**src/single_wire_consts.svh**
```systemverilog
`ifndef SINGLE_WIRE_CONSTS_SVH
`define SINGLE_WIRE_CONSTS_SVH

// Core clock rate
`define CORE_CLK_MHZ 100

// Line timing, in microseconds
`define RESET_LOW_US 120
`define SLOT_SAMPLE_US 30
`define PRES_WAIT_US 30
`define PRES_LOW_US 100
`define NV_COPY_TIME_US 2000

// Cycle counts derived from the times above
`define RESET_LOW_CYC (`RESET_LOW_US * `CORE_CLK_MHZ)
`define SLOT_SAMPLE_CYC (`SLOT_SAMPLE_US * `CORE_CLK_MHZ)
`define PRES_WAIT_CYC (`PRES_WAIT_US * `CORE_CLK_MHZ)
`define PRES_LOW_CYC (`PRES_LOW_US * `CORE_CLK_MHZ)
`define NV_COPY_CYC (`NV_COPY_TIME_US * `CORE_CLK_MHZ)

// Net-address command opcodes
`define OP_READ_ADDR_A 8'h33
`define OP_READ_ADDR_B 8'h39
`define OP_MATCH_ADDR 8'h55
`define OP_SKIP_ADDR 8'hcc
`define OP_SEARCH_ADDR 8'hf0
`define OP_SWAP 8'haa

// Function command opcodes
`define OP_READ_DATA 8'h69
`define OP_WRITE_DATA 8'h6c
`define OP_COPY_DATA 8'h48
`define OP_RECALL_DATA 8'hb8
`define OP_LOCK 8'h6a

// Memory map
`define MEM_ADDR_LAST 8'hff
`define NV_REGION_HI 3'h1
`define NET_ADDR_BITS 64

`endif

```
**src/single_wire_pkg.sv**
```systemverilog
package single_wire_pkg;

    // Transaction sequencer states, Gray coded along the usual path
    typedef enum logic [3:0] {
        ST_IDLE = 4'h0,
        ST_ROMCMD = 4'h1,
        ST_FUNC = 4'h3,
        ST_FADDR = 4'h2,
        ST_READ = 4'h6,
        ST_WRITE = 4'h7,
        ST_DONE = 4'h5,
        ST_RD_ADDR = 4'h4,
        ST_MATCH = 4'hc,
        ST_SEARCH = 4'hd,
        ST_SWAP_ADDR = 4'hf,
        ST_SWAP_PULSE = 4'he
    } seq_state_t;

    // Three steps of one search bit
    typedef enum logic [1:0] {
        SRCH_TRUE = 2'h0,
        SRCH_COMPL = 2'h1,
        SRCH_CHOICE = 2'h3
    } search_phase_t;

endpackage : single_wire_pkg

```
**src/line_slot_timer.sv**
```systemverilog
`timescale 1ns/1ps
`include "single_wire_consts.svh"

module line_slot_timer #(
    parameter int RESET_LOW_CYC = `RESET_LOW_CYC,
    parameter int PRES_LOW_CYC = `PRES_LOW_CYC
) (
    input wire logic core_clk,
    input wire logic rst_n,
    input wire logic dq_in,
    input wire logic tx_en,
    input wire logic tx_bit,
    output logic slot_fall,
    output logic slot_sample,
    output logic sample_bit,
    output logic line_rise,
    output logic bus_reset,
    output logic dq_out,
    output logic dq_oe
);
    localparam int CNT_W = 16;
    localparam int SAMPLE_CYC = `SLOT_SAMPLE_CYC;
    localparam int WAIT_CYC = `PRES_WAIT_CYC;

    generate
        if (RESET_LOW_CYC <= SAMPLE_CYC || RESET_LOW_CYC >= (1 << CNT_W) || PRES_LOW_CYC >= (1 << CNT_W)
            || PRES_LOW_CYC < 1) begin : g_bad_param
            $error("line_slot_timer: timing parameters out of range");
        end
    endgenerate

    logic dq_meta_r, dq_sync_r, dq_prev_r;
    logic fall, rise;
    logic [CNT_W-1:0] since_r, low_cnt_r, pres_cnt_r;
    logic slot_act_r, hold_low_r, rst_seen_r, pres_wait_r, pres_drive_r;

    // Two-stage synchroniser; only dq_sync_r and its delayed copy dq_prev_r feed logic
    always_ff @(posedge core_clk or negedge rst_n) begin
        if (!rst_n) begin
            dq_meta_r <= 1'b1;
            dq_sync_r <= 1'b1;
            dq_prev_r <= 1'b1;
        end else begin
            dq_meta_r <= dq_in;
            dq_sync_r <= dq_meta_r;
            dq_prev_r <= dq_sync_r;
        end
    end

    // Our own presence pulse must not look like a master slot
    assign fall = dq_prev_r & ~dq_sync_r & ~pres_drive_r;
    assign rise = ~dq_prev_r & dq_sync_r;

    // Slot timing: sample mid-window, hold a read zero until then
    always_ff @(posedge core_clk or negedge rst_n) begin
        if (!rst_n) begin
            since_r <= '0;
            slot_act_r <= 1'b0;
            hold_low_r <= 1'b0;
            slot_fall <= 1'b0;
            slot_sample <= 1'b0;
            sample_bit <= 1'b1;
            line_rise <= 1'b0;
        end else begin
            slot_fall <= fall;
            line_rise <= rise;
            slot_sample <= 1'b0;
            if (fall) begin
                since_r <= '0;
                slot_act_r <= 1'b1;
                hold_low_r <= tx_en & ~tx_bit;
            end else if (slot_act_r) begin
                since_r <= since_r + 1'b1;
                if (since_r == CNT_W'(SAMPLE_CYC - 1)) begin
                    slot_act_r <= 1'b0;
                    hold_low_r <= 1'b0;
                    slot_sample <= 1'b1;
                    sample_bit <= dq_sync_r;
                end
            end
        end
    end

    // Long low detection, then presence after the line rises
    always_ff @(posedge core_clk or negedge rst_n) begin
        if (!rst_n) begin
            low_cnt_r <= '0;
            bus_reset <= 1'b0;
            rst_seen_r <= 1'b0;
            pres_wait_r <= 1'b0;
            pres_drive_r <= 1'b0;
            pres_cnt_r <= '0;
        end else begin
            bus_reset <= 1'b0;
            if (dq_sync_r || pres_drive_r) begin
                low_cnt_r <= '0;
            end else if (low_cnt_r != CNT_W'(RESET_LOW_CYC)) begin
                low_cnt_r <= low_cnt_r + 1'b1;
            end
            if (!dq_sync_r && !pres_drive_r && low_cnt_r == CNT_W'(RESET_LOW_CYC - 1)) begin
                bus_reset <= 1'b1;
                rst_seen_r <= 1'b1;
                pres_wait_r <= 1'b0;
            end else if (rst_seen_r && rise) begin
                rst_seen_r <= 1'b0;
                pres_wait_r <= 1'b1;
                pres_cnt_r <= '0;
            end else if (pres_wait_r) begin
                pres_cnt_r <= pres_cnt_r + 1'b1;
                if (pres_cnt_r == CNT_W'(WAIT_CYC - 1)) begin
                    pres_wait_r <= 1'b0;
                    pres_drive_r <= 1'b1;
                    pres_cnt_r <= '0;
                end
            end else if (pres_drive_r) begin
                pres_cnt_r <= pres_cnt_r + 1'b1;
                if (pres_cnt_r == CNT_W'(PRES_LOW_CYC - 1)) begin
                    pres_drive_r <= 1'b0;
                end
            end
        end
    end

    // Open-drain pad: data is always low, only the enable moves
    always_ff @(posedge core_clk or negedge rst_n) begin
        if (!rst_n) begin
            dq_out <= 1'b0;
            dq_oe <= 1'b0;
        end else begin
            dq_out <= 1'b0;
            dq_oe <= pres_drive_r | (slot_act_r & hold_low_r & ~fall);
        end
    end

endmodule : line_slot_timer

```
**src/single_wire_slave.sv**
```systemverilog
`timescale 1ns/1ps
`include "single_wire_consts.svh"

// Operation
// - Drive the line only through an open-drain enable, never high.
// - Line idles high; low over 120 us is a reset ending the transaction.
// - Reset, presence, net-address command, function command, then data.
// - Read-address opcode is 33h or 39h per select bit; send 64 bits.
// - Match 55h: proceed only if received address equals ours, else wait.
// - Skip CCh selects the device without any address.
// - Search F0h: send bit, complement, read choice; drop out on mismatch.
// - Swap AAh: address, then pulse; fall cuts power, rise restores selected.
// - Swap opcode, address and pulse ignored unless swap enable is set.
// - Read 69h: send data LSB first after address, advance per byte.
// - Reading past FFh returns ones until reset.
// - Reset at any bit boundary abandons a read cleanly.
// - Write 6Ch: take data LSB first, advance per byte, drop past FFh.
// - Ignore writes to read-only, reserved or locked nonvolatile locations.
// - A byte cut short by reset is not stored.
// - Writes to unlocked nonvolatile blocks update shadow RAM only.
// - Copy 48h moves the 16-byte shadow block to nonvolatile unless locked.
// - During copy, busy is high and nonvolatile writes are ignored.
// - Copy starts after last address bit, lasts about 2 ms, clears busy.
// - Recall B8h loads the 16-byte nonvolatile block into shadow RAM.
// - Lock 6Ah locks the block permanently, only when lock arm is set.
// - After a lock command the lock-arm bit returns to zero.
// - Sample the line 15 to 60 us after a master falling edge.
// - Address is family byte, 48-bit serial, CRC byte; family first.
module single_wire_slave
    import single_wire_pkg::*;
#(
    parameter int RESET_LOW_CYC = `RESET_LOW_CYC,
    parameter int PRES_LOW_CYC = `PRES_LOW_CYC,
    parameter int NV_COPY_CYC = `NV_COPY_CYC
) (
    input wire logic core_clk,
    input wire logic rst_n,
    input wire logic dq_in,
    output logic dq_out,
    output logic dq_oe,
    input wire logic [63:0] net_addr,
    input wire logic net_addr_opcode_select,
    input wire logic swap_cmd_enable,
    input wire logic lock_arm,
    output logic lock_arm_clear,
    input wire logic [1:0] lock_flags_nv,
    output logic [1:0] block_locked,
    output logic [7:0] mem_addr,
    input wire logic [7:0] mem_rd_data,
    input wire logic mem_loc_writable,
    output logic mem_wr_en,
    output logic [7:0] mem_wr_data,
    output logic nv_copy_start,
    output logic nv_recall,
    output logic nv_blk_sel,
    output logic nv_copy_busy,
    output logic swap_power_enable,
    output logic swap_sleep_req,
    output logic swap_master
);
    localparam int CP_W = $clog2(NV_COPY_CYC + 1);

    generate
        if (NV_COPY_CYC < 1) begin : g_bad_copy
            $error("single_wire_slave: copy time must be at least one cycle");
        end
    endgenerate

    ////////////////////////////////////////////////////////////////////////////////////////////////
    // Declarations
    ////////////////////////////////////////////////////////////////////////////////////////////////

    seq_state_t state_r;
    search_phase_t phase_r;
    logic [6:0] bit_cnt_r;
    logic [7:0] rx_sh_r;
    logic [7:0] func_op_r;
    logic sel_ok_r, past_end_r, cap_done_r;
    logic [CP_W-1:0] copy_cnt_r;

    logic slot_fall, slot_sample, sample_bit, line_rise, bus_reset;
    logic tx_en, tx_bit;
    logic [7:0] rx_byte;
    logic byte_done, addr_done, my_bit, fa_done;
    logic rx_nv, rx_blk, rx_blk_locked;
    logic cur_nv, wr_ok;
    logic [7:0] read_op;

    ////////////////////////////////////////////////////////////////////////////////////////////////
    // Line front end
    ////////////////////////////////////////////////////////////////////////////////////////////////

    line_slot_timer #(
        .RESET_LOW_CYC(RESET_LOW_CYC),
        .PRES_LOW_CYC(PRES_LOW_CYC)
    ) u_slot (
        .core_clk(core_clk),
        .rst_n(rst_n),
        .dq_in(dq_in),
        .tx_en(tx_en),
        .tx_bit(tx_bit),
        .slot_fall(slot_fall),
        .slot_sample(slot_sample),
        .sample_bit(sample_bit),
        .line_rise(line_rise),
        .bus_reset(bus_reset),
        .dq_out(dq_out),
        .dq_oe(dq_oe)
    );

    ////////////////////////////////////////////////////////////////////////////////////////////////
    // Decode helpers
    ////////////////////////////////////////////////////////////////////////////////////////////////

    // Bits arrive LSB first, so shift in from the top
    assign rx_byte = {sample_bit, rx_sh_r[7:1]};
    assign byte_done = slot_sample && (bit_cnt_r[2:0] == 3'h7);
    assign addr_done = slot_sample && (bit_cnt_r == 7'(`NET_ADDR_BITS - 1));
    assign my_bit = net_addr[bit_cnt_r[5:0]];
    assign fa_done = (state_r == ST_FADDR) && byte_done;
    assign read_op = net_addr_opcode_select ? `OP_READ_ADDR_B : `OP_READ_ADDR_A;

    // Nonvolatile region is two 16-byte blocks, selected by address bit 4
    assign rx_nv = (rx_byte[7:5] == `NV_REGION_HI);
    assign rx_blk = rx_byte[4];
    assign rx_blk_locked = block_locked[rx_blk];
    assign cur_nv = (mem_addr[7:5] == `NV_REGION_HI);
    assign wr_ok = !past_end_r && mem_loc_writable
        && !(cur_nv && (block_locked[mem_addr[4]] || nv_copy_busy));

    // Bit to present in the next read slot; released otherwise
    always_comb begin
        tx_en = 1'b0;
        tx_bit = 1'b1;
        case (state_r)
            ST_RD_ADDR: begin
                tx_en = 1'b1;
                tx_bit = my_bit;
            end
            ST_SEARCH: begin
                tx_en = (phase_r != SRCH_CHOICE);
                tx_bit = (phase_r == SRCH_TRUE) ? my_bit : ~my_bit;
            end
            ST_READ: begin
                tx_en = 1'b1;
                tx_bit = past_end_r | mem_rd_data[bit_cnt_r[2:0]];
            end
            default: begin
                tx_en = 1'b0;
                tx_bit = 1'b1;
            end
        endcase
    end

    ////////////////////////////////////////////////////////////////////////////////////////////////
    // Transaction sequencer
    ////////////////////////////////////////////////////////////////////////////////////////////////

    // A bus reset overrides everything, so a half byte is simply lost
    always_ff @(posedge core_clk or negedge rst_n) begin
        if (!rst_n) begin
            state_r <= ST_IDLE;
            phase_r <= SRCH_TRUE;
            bit_cnt_r <= '0;
            rx_sh_r <= '0;
            func_op_r <= '0;
            sel_ok_r <= 1'b1;
        end else if (bus_reset) begin
            state_r <= ST_ROMCMD;
            phase_r <= SRCH_TRUE;
            bit_cnt_r <= '0;
            sel_ok_r <= 1'b1;
        end else if (state_r == ST_SWAP_PULSE) begin
            if (line_rise) begin
                state_r <= ST_DONE;
            end
        end else if (slot_sample) begin
            rx_sh_r <= rx_byte;
            bit_cnt_r <= bit_cnt_r + 1'b1;
            case (state_r)
                ST_ROMCMD: begin
                    if (byte_done) begin
                        bit_cnt_r <= '0;
                        if (rx_byte == read_op) begin
                            state_r <= ST_RD_ADDR;
                        end else if (rx_byte == `OP_MATCH_ADDR) begin
                            state_r <= ST_MATCH;
                        end else if (rx_byte == `OP_SKIP_ADDR) begin
                            state_r <= ST_FUNC;
                        end else if (rx_byte == `OP_SEARCH_ADDR) begin
                            state_r <= ST_SEARCH;
                        end else if (rx_byte == `OP_SWAP && swap_cmd_enable) begin
                            state_r <= ST_SWAP_ADDR;
                        end else begin
                            state_r <= ST_DONE;
                        end
                    end
                end
                ST_RD_ADDR: begin
                    if (addr_done) begin
                        bit_cnt_r <= '0;
                        state_r <= ST_FUNC;
                    end
                end
                ST_MATCH, ST_SWAP_ADDR: begin
                    if (sample_bit != my_bit) begin
                        sel_ok_r <= 1'b0;
                    end
                    if (addr_done) begin
                        bit_cnt_r <= '0;
                        if (state_r == ST_SWAP_ADDR) begin
                            state_r <= ST_SWAP_PULSE;
                        end else if (sel_ok_r && sample_bit == my_bit) begin
                            state_r <= ST_FUNC;
                        end else begin
                            state_r <= ST_DONE;
                        end
                    end
                end
                ST_SEARCH: begin
                    // Count advances only after the master's choice slot
                    bit_cnt_r <= bit_cnt_r;
                    case (phase_r)
                        SRCH_TRUE: phase_r <= SRCH_COMPL;
                        SRCH_COMPL: phase_r <= SRCH_CHOICE;
                        default: begin
                            phase_r <= SRCH_TRUE;
                            bit_cnt_r <= bit_cnt_r + 1'b1;
                            if (sample_bit != my_bit) begin
                                state_r <= ST_DONE;
                            end else if (bit_cnt_r == 7'(`NET_ADDR_BITS - 1)) begin
                                bit_cnt_r <= '0;
                                state_r <= ST_FUNC;
                            end
                        end
                    endcase
                end
                ST_FUNC: begin
                    if (byte_done) begin
                        bit_cnt_r <= '0;
                        func_op_r <= rx_byte;
                        case (rx_byte)
                            `OP_READ_DATA, `OP_WRITE_DATA, `OP_COPY_DATA, `OP_RECALL_DATA, `OP_LOCK:
                                state_r <= ST_FADDR;
                            default: state_r <= ST_DONE;
                        endcase
                    end
                end
                ST_FADDR: begin
                    if (byte_done) begin
                        bit_cnt_r <= '0;
                        if (func_op_r == `OP_READ_DATA) begin
                            state_r <= ST_READ;
                        end else if (func_op_r == `OP_WRITE_DATA) begin
                            state_r <= ST_WRITE;
                        end else begin
                            state_r <= ST_DONE;
                        end
                    end
                end
                ST_READ, ST_WRITE: begin
                    bit_cnt_r <= {4'h0, bit_cnt_r[2:0] + 3'h1};
                end
                default: begin
                    bit_cnt_r <= '0;
                end
            endcase
        end
    end

    ////////////////////////////////////////////////////////////////////////////////////////////////
    // Memory address, write strobe
    ////////////////////////////////////////////////////////////////////////////////////////////////

    // Address wraps are refused: past FFh a read idles on ones and a write stores nothing
    always_ff @(posedge core_clk or negedge rst_n) begin
        if (!rst_n) begin
            mem_addr <= '0;
            past_end_r <= 1'b0;
            mem_wr_en <= 1'b0;
            mem_wr_data <= '0;
        end else begin
            mem_wr_en <= 1'b0;
            if (bus_reset) begin
                past_end_r <= 1'b0;
            end else if (fa_done) begin
                mem_addr <= rx_byte;
                past_end_r <= 1'b0;
            end else if ((state_r == ST_READ || state_r == ST_WRITE) && byte_done && !past_end_r) begin
                if (state_r == ST_WRITE && wr_ok) begin
                    mem_wr_en <= 1'b1;
                    mem_wr_data <= rx_byte;
                end
                if (mem_addr == `MEM_ADDR_LAST) begin
                    past_end_r <= 1'b1;
                end else begin
                    mem_addr <= mem_addr + 8'h01;
                end
            end
        end
    end

    ////////////////////////////////////////////////////////////////////////////////////////////////
    // Copy, recall and lock
    ////////////////////////////////////////////////////////////////////////////////////////////////

    // Lock flags are reloaded from the nonvolatile image once after reset
    always_ff @(posedge core_clk or negedge rst_n) begin
        if (!rst_n) begin
            cap_done_r <= 1'b0;
            block_locked <= '0;
            lock_arm_clear <= 1'b0;
        end else begin
            lock_arm_clear <= 1'b0;
            if (!cap_done_r) begin
                cap_done_r <= 1'b1;
                block_locked <= lock_flags_nv;
            end else if (fa_done && func_op_r == `OP_LOCK && lock_arm) begin
                lock_arm_clear <= 1'b1;
                if (rx_nv) begin
                    block_locked[rx_blk] <= 1'b1;
                end
            end
        end
    end

    // Copy timer; a recall during a copy is refused to keep the shadow stable
    always_ff @(posedge core_clk or negedge rst_n) begin
        if (!rst_n) begin
            nv_copy_busy <= 1'b0;
            copy_cnt_r <= '0;
            nv_copy_start <= 1'b0;
            nv_recall <= 1'b0;
            nv_blk_sel <= 1'b0;
        end else begin
            nv_copy_start <= 1'b0;
            nv_recall <= 1'b0;
            if (nv_copy_busy) begin
                copy_cnt_r <= copy_cnt_r + 1'b1;
                if (copy_cnt_r == CP_W'(NV_COPY_CYC - 1)) begin
                    nv_copy_busy <= 1'b0;
                end
            end else if (fa_done && rx_nv && func_op_r == `OP_COPY_DATA && !rx_blk_locked) begin
                nv_copy_busy <= 1'b1;
                copy_cnt_r <= '0;
                nv_copy_start <= 1'b1;
                nv_blk_sel <= rx_blk;
            end else if (fa_done && rx_nv && func_op_r == `OP_RECALL_DATA) begin
                nv_recall <= 1'b1;
                nv_blk_sel <= rx_blk;
            end
        end
    end

    ////////////////////////////////////////////////////////////////////////////////////////////////
    // Swap power handover
    ////////////////////////////////////////////////////////////////////////////////////////////////

    // Break before make: every enabled device drops power on the fall
    always_ff @(posedge core_clk or negedge rst_n) begin
        if (!rst_n) begin
            swap_power_enable <= 1'b1;
            swap_sleep_req <= 1'b0;
            swap_master <= 1'b0;
        end else if (state_r == ST_SWAP_PULSE) begin
            if (slot_fall) begin
                swap_power_enable <= 1'b0;
            end else if (line_rise) begin
                if (sel_ok_r) begin
                    swap_power_enable <= 1'b1;
                    swap_master <= 1'b1;
                    swap_sleep_req <= 1'b0;
                end else begin
                    swap_master <= 1'b0;
                    swap_sleep_req <= 1'b1;
                end
            end
        end
    end

endmodule : single_wire_slave

```
**config.mk**
```make
export PLATFORM = sky130hd
export DESIGN_NAME = single_wire_slave
export DESIGN_NICKNAME = d
export VERILOG_FILES = /design/src/single_wire_pkg.sv /design/src/line_slot_timer.sv /design/src/single_wire_slave.sv
export VERILOG_INCLUDE_DIRS = /design/src
export SDC_FILE = /design/constraint.sdc
export NUM_CORES = 1
export LEC_CHECK = 0
export BUFFER_PORTS_ARGS = -buffer_cell sky130_fd_sc_hd__buf_2
export CAP_MARGIN = 30
export CORE_MARGIN = 4
export CORE_UTILIZATION = 30
export CTS_CLUSTER_DIAMETER = 200
export DETAILED_ROUTE_END_ITERATION = 10
export PLACE_DENSITY = 0.52
export SLEW_MARGIN = 40
export SYNTH_ARGS = -nofsm -noshare
export SYNTH_HDL_FRONTEND = slang
export SYNTH_HIERARCHICAL = 1
export SYNTH_SLANG_ARGS = --single-unit
```
**constraint.sdc**
```tcl
create_clock -name core_clk -period 2.7 [get_ports core_clk]
set_input_delay 0.54 -clock core_clk [delete_from_list [all_inputs] [get_ports core_clk]]
set_output_delay 0.54 -clock core_clk [all_outputs]
set_load 0.005 [all_outputs]
```
==> impl_results.md <==
* Final Setup Violations at 0
* CTS clk-pin slew, worst paths at 0.06 ns
* Rel. slew slack at 55.6%
* Antenna Nets Post-Route at 0
* Final hold slack at 0.107 ns
* Worst hold path type: in -> async
* Starting Density at 30.8%
* Drt pass-1 iters at 7
* Wirelength per Cell at 15.8 um
* Max incr delay on CP at 0.51 ns
* Clk sinks at 138
* Clock skew at 0.0129 ns
* Setup TNS at 0 ns
* Top Ports at 110
* Net Sw Frac at 23.0%
* Required time worst endpoint at 3.00 ns
* Vias in the first global route at 7019
* Final min period at 2.66 ns
* PwrDens at 481 nW/um2
* Die Width at 172 um
* Post-DP HPWL at 16.1 mm
* CP cell instances: buf_12, mux4_2, o2111ai_1, nand4_1, or2_1, buf_6, xnor2_4, o2bb2ai_4, mux2_2
* Row count at 59
* Max Fanout on Critical Path at 9
* Clk_lat worst skew at 0.42 ns
* Sequential fraction of the synthesis area at 42.7%
* Root buf cell: clkbuf_16
* Hold bufs inserted after CTS at 0
* First-pass GRT wire length at 36.2 mm
* Initial DRC count at 446
* Core Area at 26300 um2
* CP Class: reg -> reg
* Power share of the clock group at 50.5%
* Gr usage total at 14.9%
* Residual DRC at 0
* Vias/cell at 5.20
* Grt ovf at 0
* # fillers at 2656
* Cells after synthesis at 890
* Initial antenna violation count at 0
* Post-Syn Area at 8100 um2
* Leakage at 4.51 nW
* Worst Path Arrival at 2.96 ns
* Peak supply drop at 0.410 mV
* Synth Register Bits at 138
* Port bufs at 108
* Final nets at 1123
* TritonCTS clock tree: yes
* Ys async rst share at 100%
* Area delta synth->final at 23.5%
* Largest net degree at the start of global routing at 71
* Routability congestion estimate at 0.827
* Power Internal at 3.71 mW
* Slew Limit Fails at 0
* Total chip power at 4.81 mW
* Sw Pwr at 1.10 mW
* Max clock buf depth at 2
* Combinational group share of total power at 5.1%
* Die Span Y at 172 um
* WL final at 21.9 mm
* Unrepaired setup endpoints after global routing: true
* Family with the most delay on the worst path: multiplexers
* Die Footprint at 29700 um2
* Post-synth top flop: dfrtp_1
* Maximum clock rate at 376 MHz
* Synth cell types at 83
* Post-synth EDFFs at 0
* Final core occ at 38.0%
* Run status: finished clean
* Worst path slowest cell: mux4_2
* Worst-margin pin slew at 0.666 ns
* Syn. warnings at 6
* H-tree depth at 4
* Via count at 7184
* Maxcap violations at 0
* Period utilization at 98.4%
* Seq pwr share at 44.4%
* Share of cells above drive strength 1 at 25.6%
* ANT cells at 0
* Cts bufs inserted at 17
* CP startpoint kind: flop
* Avg Cell Area, Syn at 9.10 um2
* Syn nets at 979
* CP endpoint kind: flop
* Worst path buffer plus inverter count at 2
* Final hold viol count at 0
[flip-flops by register name (all words and copies together) (netlist names), 2 cells and up]
| name | flops |
|---|---|
| u_slot/pres_cnt_r | 16 |
| block_locked | 2 |
| copy_cnt_r | 18 |
| func_op_r | 8 |
| mem_addr | 8 |
| bit_cnt_r | 7 |
| mem_wr_data | 8 |
| rx_sh_r | 7 |
| u_slot/low_cnt_r | 16 |
| state_r | 4 |
| u_slot/since_r | 16 |
| phase_r | 2 |
[Yosys cell counts (19+ instances only)]
cell	number	area, um2
xor2_1	19	166
inv_1	34	128
o21ai_0	73	365
mux2i_1	25	250
a21oi_1	52	260
nand4_1	27	169
nor3_1	21	105
clkbuf_1	29	109
nand3_1	53	265
and3_1	20	125
nand2_1	83	312
nor2_1	87	327
dfrtp_1	132	3300
[placed cells by master (no fill, tap or decap), types with 5 or more instances in the layout]
cell,instances
dfrtp_1,130
buf_2,107
nor2_1,87
nand2_1,82
o21ai_0,71
buf_4,54
nand3_1,52
a21oi_1,51
inv_1,34
nand4_1,27
mux2i_1,25
nor3_1,21
and3_1,20
xor2_1,19
clkbuf_16,17
mux2_2,16
xnor2_1,13
nor4_1,11
a31oi_1,9
mux4_2,8
nor2b_1,8
a22o_1,8
a22oi_1,7
o211ai_1,7
o41ai_1,7
or3_1,7
ha_1,7
buf_6,6
dfstp_2,6
or2_2,5
o2111ai_1,5
and2_1,5
nand2b_1,5
o22ai_1,5
[metrics by stage]
step / std cells / setup slack [ns] / instance area, um2
2_1_floorplan: 890 / 0.232 / 8100
5_1_grt: 1382 / -0.0848 / 10000
6_report: 1382 / 0.0432 / 10000
3_5_place_dp: 1347 / -0.0444 / 9320
3_3_place_gp: 1347 / 0.00755 / 9320
4_1_cts: 1379 / 0.00428 / 9930
[area by class of cell]
type | instances | area (um2) | share of cell area, %
multi-input combinational | 670 | 4300 | 43.0
sequential | 138 | 3460 | 34.6
timing repair buffer | 170 | 1070 | 10.7
clock buffer | 19 | 443 | 4.43
tap | 335 | 419 | 4.19
clock inverter | 13 | 168 | 1.68
inverter | 37 | 139 | 1.39
[path summary, 6_finish.rpt]
kind,start,endpoint,slack (ns),cells past startpoint
setup / recovery,bit_cnt_r[0],state_r[3],0.04,9
hold / removal,rst_n,nv_blk_sel,0.11,1
setup reg to reg,bit_cnt_r[0],state_r[3],0.04,9
hold reg to reg,u_slot/dq_meta_r,u_slot/dq_sync_r,0.36,0
max in group asynchronous,rst_n,u_slot/dq_sync_r,1.80,2
min in group core_clk,dq_in,u_slot/dq_meta_r,0.22,1
[what timing repair did]
action | 4_1_cts | 5_1_grt
setup buffers | 0 | 3
endpoints found under the setup margin | 0 | 27
resized for setup | 0 | 15
[cells by family (layout without fill, tap and decap cells)]
group                    Yosys count  in the layout  share of synthesized area, %
multiplexers                      50             50                          7.73
AND/OR/NAND/NOR                  370            370                          23.7
AO/OA/AOI/OAI                    206            206                          16.2
other                              2              2                        0.0928
flip-flops                       138            138                          42.7
adder cells (fa/ha/maj)            9              9                          1.36
buffers and inverters             82            239                          4.43
XOR/XNOR                          33             33                          3.80
[metal layers]
metal	global-route usage, %	vias up	share of wire (%)
met1	20.8	3468	48
met4	3.45	0	1.1
met3	3.22	15	5.0
li1	-	3535	-
met2	23.9	166	45
met5	0	-	0
[power groups by stage]
stage	Combinational, mW	Clock (mW)	Sequential [mW]
2_1_floorplan	0.113	0	2.17
3_3_place_gp	0.242	0	2.17
3_5_place_dp	0.249	0	2.17
4_1_cts	0.250	2.49	2.14
5_1_grt	0.278	2.59	2.14
6_report	0.244	2.43	2.14
Power figures use the tool's default switching activity.
